==> config.mk <==
export PLATFORM = sky130hd
export DESIGN_NAME = lcd_module_host_bus_port
export DESIGN_NICKNAME = d
export VERILOG_FILES = /design/src/pkg/host_port_pkg.sv /design/src/design/edge_catch.sv /design/src/design/lcd_module_host_bus_port.sv
export SDC_FILE = /design/constraint.sdc
export NUM_CORES = 1
export LEC_CHECK = 0
export BUFFER_PORTS_ARGS = -buffer_cell sky130_fd_sc_hd__buf_4
export CORE_ASPECT_RATIO = 1.4
export CORE_UTILIZATION = 30
export CTS_CLUSTER_DIAMETER = 50
export CTS_CLUSTER_SIZE = 8
export DETAILED_ROUTE_END_ITERATION = 7
export GPL_TIMING_DRIVEN = 1
export SLEW_MARGIN = 20
export SYNTH_ARGS = -nofsm -noshare
export SYNTH_HDL_FRONTEND = slang
export SYNTH_SLANG_ARGS = --single-unit
==> constraint.sdc <==
create_clock -name ref_clk_i -period 1.7 [get_ports ref_clk_i]
set_input_delay 0.17 -clock ref_clk_i [delete_from_list [all_inputs] [get_ports ref_clk_i]]
set_output_delay 0.17 -clock ref_clk_i [all_outputs]
set_load 0.005 [all_outputs]
==> src/pkg/host_port_pkg.sv <==
// Operation
// - Write: select high command, low data/parameter
// - Read: select high data/cursor, low status
// - Separate strobes: capture data on write rising
// - Separate strobes: drive data while read low
// - Enable mode: drive while high, capture falling
// - Access accepted only while chip select low
// - Reset low resets; release high to run
// - Strap high enable-strobe, low separate-strobe
// - Default strap low selects separate strobes
`default_nettype none
package host_port_pkg;
	// ****************************************
	// Constants
	// ****************************************
	localparam int DATA_W = 8;
	localparam logic [7:0] BYTE_RESET = 8'h00;
	localparam logic STRAP_DEFAULT = 1'b0;
	localparam logic SEL_CMD = 1'b1;
	localparam logic DIR_READ = 1'b1;
	typedef enum logic {STYLE_SEPARATE, STYLE_ENABLE} bus_style_t;
endpackage
`default_nettype wire

==> src/design/edge_catch.sv <==
`default_nettype none
module edge_catch
	import host_port_pkg::*;
(
	input wire logic ref_clk_i,
	input wire logic reset_i,
	input wire logic clk_en_i,
	input wire logic level_i,
	output logic rise_o,
	output logic fall_o
);
	typedef struct packed {
		logic prev;
	} edge_state_t;
	edge_state_t state_q, state_d;

	// Previous level, idle high
	always_comb begin
		state_d = state_q;
		state_d.prev = level_i;
	end

	always_ff @(posedge ref_clk_i or posedge reset_i) begin
		if (reset_i) begin
			state_q <= '{prev: 1'b1};
		end else if (clk_en_i) begin
			state_q <= state_d;
		end
	end

	assign rise_o = clk_en_i & level_i & ~state_q.prev;
	assign fall_o = clk_en_i & ~level_i & state_q.prev;
endmodule
`default_nettype wire

==> src/design/lcd_module_host_bus_port.sv <==
`default_nettype none
module lcd_module_host_bus_port
	import host_port_pkg::*;
(
	input wire logic ref_clk_i,
	input wire logic reset_i,
	input wire logic clk_en_i,
	input wire logic reset_n_i,
	input wire logic chip_select_n_i,
	input wire logic register_select_i,
	input wire logic write_n_dir_i,
	input wire logic read_n_enable_i,
	input wire logic interface_style_strap_i,
	input wire logic [DATA_W-1:0] host_data_bus_i,
	output logic [DATA_W-1:0] host_data_bus_o,
	output logic host_data_bus_oe_o,
	input wire logic [DATA_W-1:0] status_i,
	input wire logic [DATA_W-1:0] read_data_i,
	output logic wr_valid_o,
	output logic wr_is_command_o,
	output logic [DATA_W-1:0] wr_data_o,
	output logic rd_data_taken_o,
	output logic style_enable_o,
	output logic core_reset_o
);
	// ****************************************
	// State
	// ****************************************
	typedef struct packed {
		bus_style_t style;
		logic started;
		logic wr_valid;
		logic wr_cmd;
		logic [DATA_W-1:0] wr_data;
		logic [DATA_W-1:0] rd_data;
		logic rd_sel;
		logic rd_active;
		logic rd_done;
	} port_state_t;
	port_state_t state_q, state_d;

	logic wr_rise, unused_wr_fall, en_rise_unused, en_fall;
	logic style_en, sel, rd_req, wr_edge, in_reset;

	// One catcher per strobe pin
	edge_catch u_wr_edge (
		.ref_clk_i(ref_clk_i),
		.reset_i(reset_i),
		.clk_en_i(clk_en_i),
		.level_i(write_n_dir_i),
		.rise_o(wr_rise),
		.fall_o(unused_wr_fall)
	);
	edge_catch u_en_edge (
		.ref_clk_i(ref_clk_i),
		.reset_i(reset_i),
		.clk_en_i(clk_en_i),
		.level_i(read_n_enable_i),
		.rise_o(en_rise_unused),
		.fall_o(en_fall)
	);

	// ****************************************
	// Access decode
	// ****************************************
	assign in_reset = ~reset_n_i;
	assign style_en = (state_q.style == STYLE_ENABLE);
	// Blocked until the strap is taken: the edge catchers reset to an idle-high
	// level, so a low enable pin would look like a falling edge on the first cycle
	assign sel = ~chip_select_n_i & ~in_reset & state_q.started;
	// Read request per style
	assign rd_req = sel & (style_en ? (read_n_enable_i & (write_n_dir_i == DIR_READ))
		: ~read_n_enable_i);
	// Write edge: rising write strobe, or falling enable with direction low
	assign wr_edge = sel & (style_en ? (en_fall & (write_n_dir_i != DIR_READ))
		: wr_rise);

	// Next-state logic
	always_comb begin
		state_d = state_q;
		state_d.wr_valid = 1'b0;
		state_d.rd_done = 1'b0;
		// Strap caught once after reset release; strap is static in use
		if (!state_q.started) begin
			state_d.started = 1'b1;
			state_d.style = interface_style_strap_i ? STYLE_ENABLE : STYLE_SEPARATE;
		end
		if (in_reset) begin
			state_d.rd_active = 1'b0;
			state_d.wr_data = BYTE_RESET;
			state_d.wr_cmd = 1'b0;
		end else begin
			if (wr_edge) begin
				state_d.wr_valid = 1'b1;
				state_d.wr_data = host_data_bus_i;
				state_d.wr_cmd = (register_select_i == SEL_CMD);
			end
			// Read value held stable for the whole strobe
			if (rd_req && !state_q.rd_active) begin
				state_d.rd_sel = register_select_i;
				state_d.rd_data = (register_select_i == SEL_CMD) ? read_data_i : status_i;
			end
			if (!rd_req && state_q.rd_active) begin
				state_d.rd_done = state_q.rd_sel; // Data read advances
			end
			state_d.rd_active = rd_req;
		end
	end

	always_ff @(posedge ref_clk_i or posedge reset_i) begin
		if (reset_i) begin
			state_q <= '{style: STYLE_SEPARATE, started: 1'b0, wr_valid: 1'b0, wr_cmd: 1'b0,
				wr_data: BYTE_RESET, rd_data: BYTE_RESET, rd_sel: 1'b0, rd_active: 1'b0,
				rd_done: 1'b0};
		end else if (clk_en_i) begin
			state_q <= state_d;
		end
	end

	// ****************************************
	// Outputs
	// ****************************************
	assign host_data_bus_o = state_q.rd_data;
	assign host_data_bus_oe_o = state_q.rd_active & rd_req;
	assign wr_valid_o = state_q.wr_valid;
	assign wr_is_command_o = state_q.wr_cmd;
	assign wr_data_o = state_q.wr_data;
	assign rd_data_taken_o = state_q.rd_done;
	assign style_enable_o = style_en;
	assign core_reset_o = in_reset | reset_i;
endmodule
`default_nettype wire

==> results.sh <==
export IMPL_max_stage_delay_ns=0.40
export IMPL_grt_overflow_total=0
export IMPL_worstSetupEndpointType="flip-flop"
export IMPL_period_share_pct=94.92
export IMPL_nNetsFinal=196
export IMPL_synthArstFlopShare_pct=100.0
export IMPL_clockBufferDepth=2
export IMPL_hold_buffers=0
export IMPL_clkTransAtPathRegs_ns=0.08
export IMPL_rsz0062_at_grt="no"
export IMPL_cts_tree="done"
export IMPL_syn_area_per_cell_um2=11.22
export IMPL_setup_violations=0
export IMPL_root_buffer="clkbuf_8"
export IMPL_violations="negative hold slack"
export IMPL_h_tree_depth=1
export IMPL_status="finished, violations left"
export IMPL_final_common_cell="buf_4"
export IMPL_reg2reg_slack_ns=0.09
export IMPL_min_period_ns=1.614
export IMPL_cp_top_family="flip-flops"
export IMPL_drt_total_wl_um=2963
export IMPL_layout_common_cells="buf_4, dfrtp_1, mux2_2"
export IMPL_path_class="flip-flop to flip-flop"
export IMPL_ys_top_cells_by_area="dfrtp_1, mux2_2, buf_4"
export IMPL_powerDensity_mw_per_mm2=881.0
export IMPL_gp_congestion=0.7175
export IMPL_synth_area_mm2=0.001346
export IMPL_hold_ws_ns=-0.004457
export IMPL_yosysSeqAreaShare_pct=46.65
export IMPL_fillers=451
export IMPL_yosys_area_top_type_share_pct=42.75
export IMPL_ys_warn_count=0
export IMPL_rows=28
export IMPL_finalHoldViolations=5
export IMPL_crit_required_ns=1.85
export IMPL_insertion_delay_ns=0.26
export IMPL_slowest_stage="dfrtp_1"
export IMPL_die_y_um=81.26
export IMPL_syn_inst=120
export IMPL_startpoint_type="flip-flop"
export IMPL_synth_edf_count=0
export IMPL_startpoint="style_enable_o"
export IMPL_tns_ns=0
export IMPL_slew_violations=0
export IMPL_cts_buffers=3
export IMPL_die_x_um=58.62
export IMPL_n_antenna_cell=0
export IMPL_r2r_end="host_data_bus_o[5]"
export IMPL_clock_fmax_mhz=619.7
export IMPL_wl_per_cell_um=13.35
export IMPL_numClockSinks=25
export IMPL_grt_pass1_wl_um=4574
export IMPL_synth_ff_type="dfrtp_1"
export IMPL_synth_cell_type_count=27
export IMPL_dp_hpwl_um=2303
export IMPL_syn2layout_area_growth_pct=31.69
export IMPL_dieArea_mm2=0.004763
export IMPL_grt_pass1_vias=1035
export IMPL_use_met3_pct=2.229
export IMPL_ir_worst_vdd_v=0.0002324
export IMPL_core_mm2=0.004274
export IMPL_leakagePower_nw=0.8184
export IMPL_grt_use_met2_pct=24.25
export IMPL_io_buffers=54
export IMPL_dpl_instance_area_mm2=0.001727
export IMPL_reg2reg_from="style_enable_o"
export IMPL_top_usage_layer="met2"
export IMPL_use_met1_pct=13.52
export IMPL_ant_nets=0
export IMPL_via_per_inst=4.707
export IMPL_vias=1045
export IMPL_post_route_drc_count=0
export IMPL_cp_arrival_ns=1.77
export IMPL_drive_above_1_share_pct=55.56
export IMPL_design_power_total_mw=1.562
export IMPL_post_route_cell_area_mm2=0.001773
export IMPL_skew_ns=0.0009266
export IMPL_ys_ff_latch=25
export IMPL_syn_nets=153
export IMPL_synth_largest_area_cell="dfrtp_1"
export IMPL_start_util_pct=31.50
export IMPL_max_slew_margin_rel_pct=76.30
export IMPL_path_buf_inv=1
export IMPL_drv_cap=0
export IMPL_reg2reg_depth=4
export IMPL_drt_iter0_drc=33
export IMPL_critPathMaxFanout=9
export IMPL_antenna_found_initial=0
export IMPL_ctsResizeCount=0
export IMPL_grt_usage_pct=12.80
export IMPL_first_pass_iters=2
export IMPL_hp_class="input pin to async pin"
export IMPL_ioPinCount=55
export IMPL_cts_setup_buffers=0
export IMPL_worst_pin_slew_ns=0.3507
export IMPL_grt_max_degree=26
export IMPL_path_cells="or2_4 > a2111oi_4 > buf_4 > mux2_2"
## per-stage QoR
| step | util [%] | setup WS (ns) | hold WS, ns | instances |
|---|---|---|---|---|
| after detailed placement | 40.40 | 0.1034 | 0.2998 | 218 |
| after global routing | 41.48 | 0.02410 | 0.03131 | 222 |
| after CTS | 41.45 | 0.08965 | 0.01424 | 222 |
| after global placement | 40.40 | 0.1275 | 0.2924 | 218 |
| after floorplan | - | -0.002782 | 0.2043 | 120 |
| final | 41.48 | 0.08638 | -0.004457 | 222 |
## flip-flops by register name, indices dropped and copies added (netlist names)
| signal | count |
|---|---|
| host_data_bus_o | 8 |
| wr_is_command_o | 1 |
| rd_data_taken_o | 1 |
| wr_valid_o | 1 |
| u_en_edge.state_q | 1 |
| style_enable_o | 1 |
| u_wr_edge.state_q | 1 |
| state_q | 3 |
| wr_data_o | 8 |
## how the worst max path moves through the flow
stage                         end  slack (ns)  depth (start not counted)
3_3_place_gp   host_data_bus_o[0]        0.13                          4
4_1_cts        host_data_bus_o[5]        0.09                          4
5_1_grt                state_q[2]        0.02                          4
6_report       host_data_bus_o[5]        0.09                          4
3_5_place_dp   host_data_bus_o[5]        0.10                          4
2_1_floorplan  host_data_bus_o[0]      -0.003                          3
## cell families (layout without fill, tap and decap cells)
| family | Yosys count | after routing | share of synthesized area (%) |
|---|---|---|---|
| and+or+nand+nor | 22 | 22 | 9.480 |
| muxes | 20 | 20 | 16.73 |
| buffers and inverters | 29 | 71 | 12.73 |
| AOI/OAI and AO/OA | 24 | 24 | 14.41 |
| DFF | 25 | 25 | 46.65 |
## report_power, final
part           leakage, nW  internal (mW)  total [mW]  switching (mW)
Combinational        0.482          0.281       0.436           0.155
Sequential           0.313          0.711       0.786          0.0743
Clock               0.0228          0.167       0.340           0.173
Total                0.818           1.16        1.56           0.403
## cell usage after synthesis, types with 2 or more instances
cell type and count:
dfrtp_1 23, mux2_2 20, buf_4 16, nand2_1 11, o211ai_1 8, inv_1 7, o21ai_0 5, o221ai_1 5
clkbuf_1 4, buf_2 2, dfstp_2 2, nand3b_1 2
## area by class of cell
type | count | area, um^2 | share of cell area [%]
flip-flops and latches | 25 | 628.1 | 35.43
inverters | 7 | 26.28 | 1.482
multi-input cells | 66 | 548.0 | 30.91
repair buffers | 60 | 450.4 | 25.41
well taps | 60 | 75.07 | 4.234
clock buffers | 4 | 45.04 | 2.541
## layer usage
| metal | part of all wire (%) | wire [um] | up-vias |
|---|---|---|---|
| met5 | 0 | 0 | - |
| met4 | 1.7 | 49 | 0 |
| met3 | 5.4 | 161 | 5 |
| met2 | 53 | 1577 | 32 |
| met1 | 40 | 1174 | 512 |
| li1 | - | - | 496 |
## worst reg2reg max path, stage by stage (launching register included)
cell and delay [ns]:
dfrtp_1 0.40, or2_4 0.25, a2111oi_4 0.28, buf_4 0.23
mux2_2 0.35
Power figures use the tool's default switching activity.
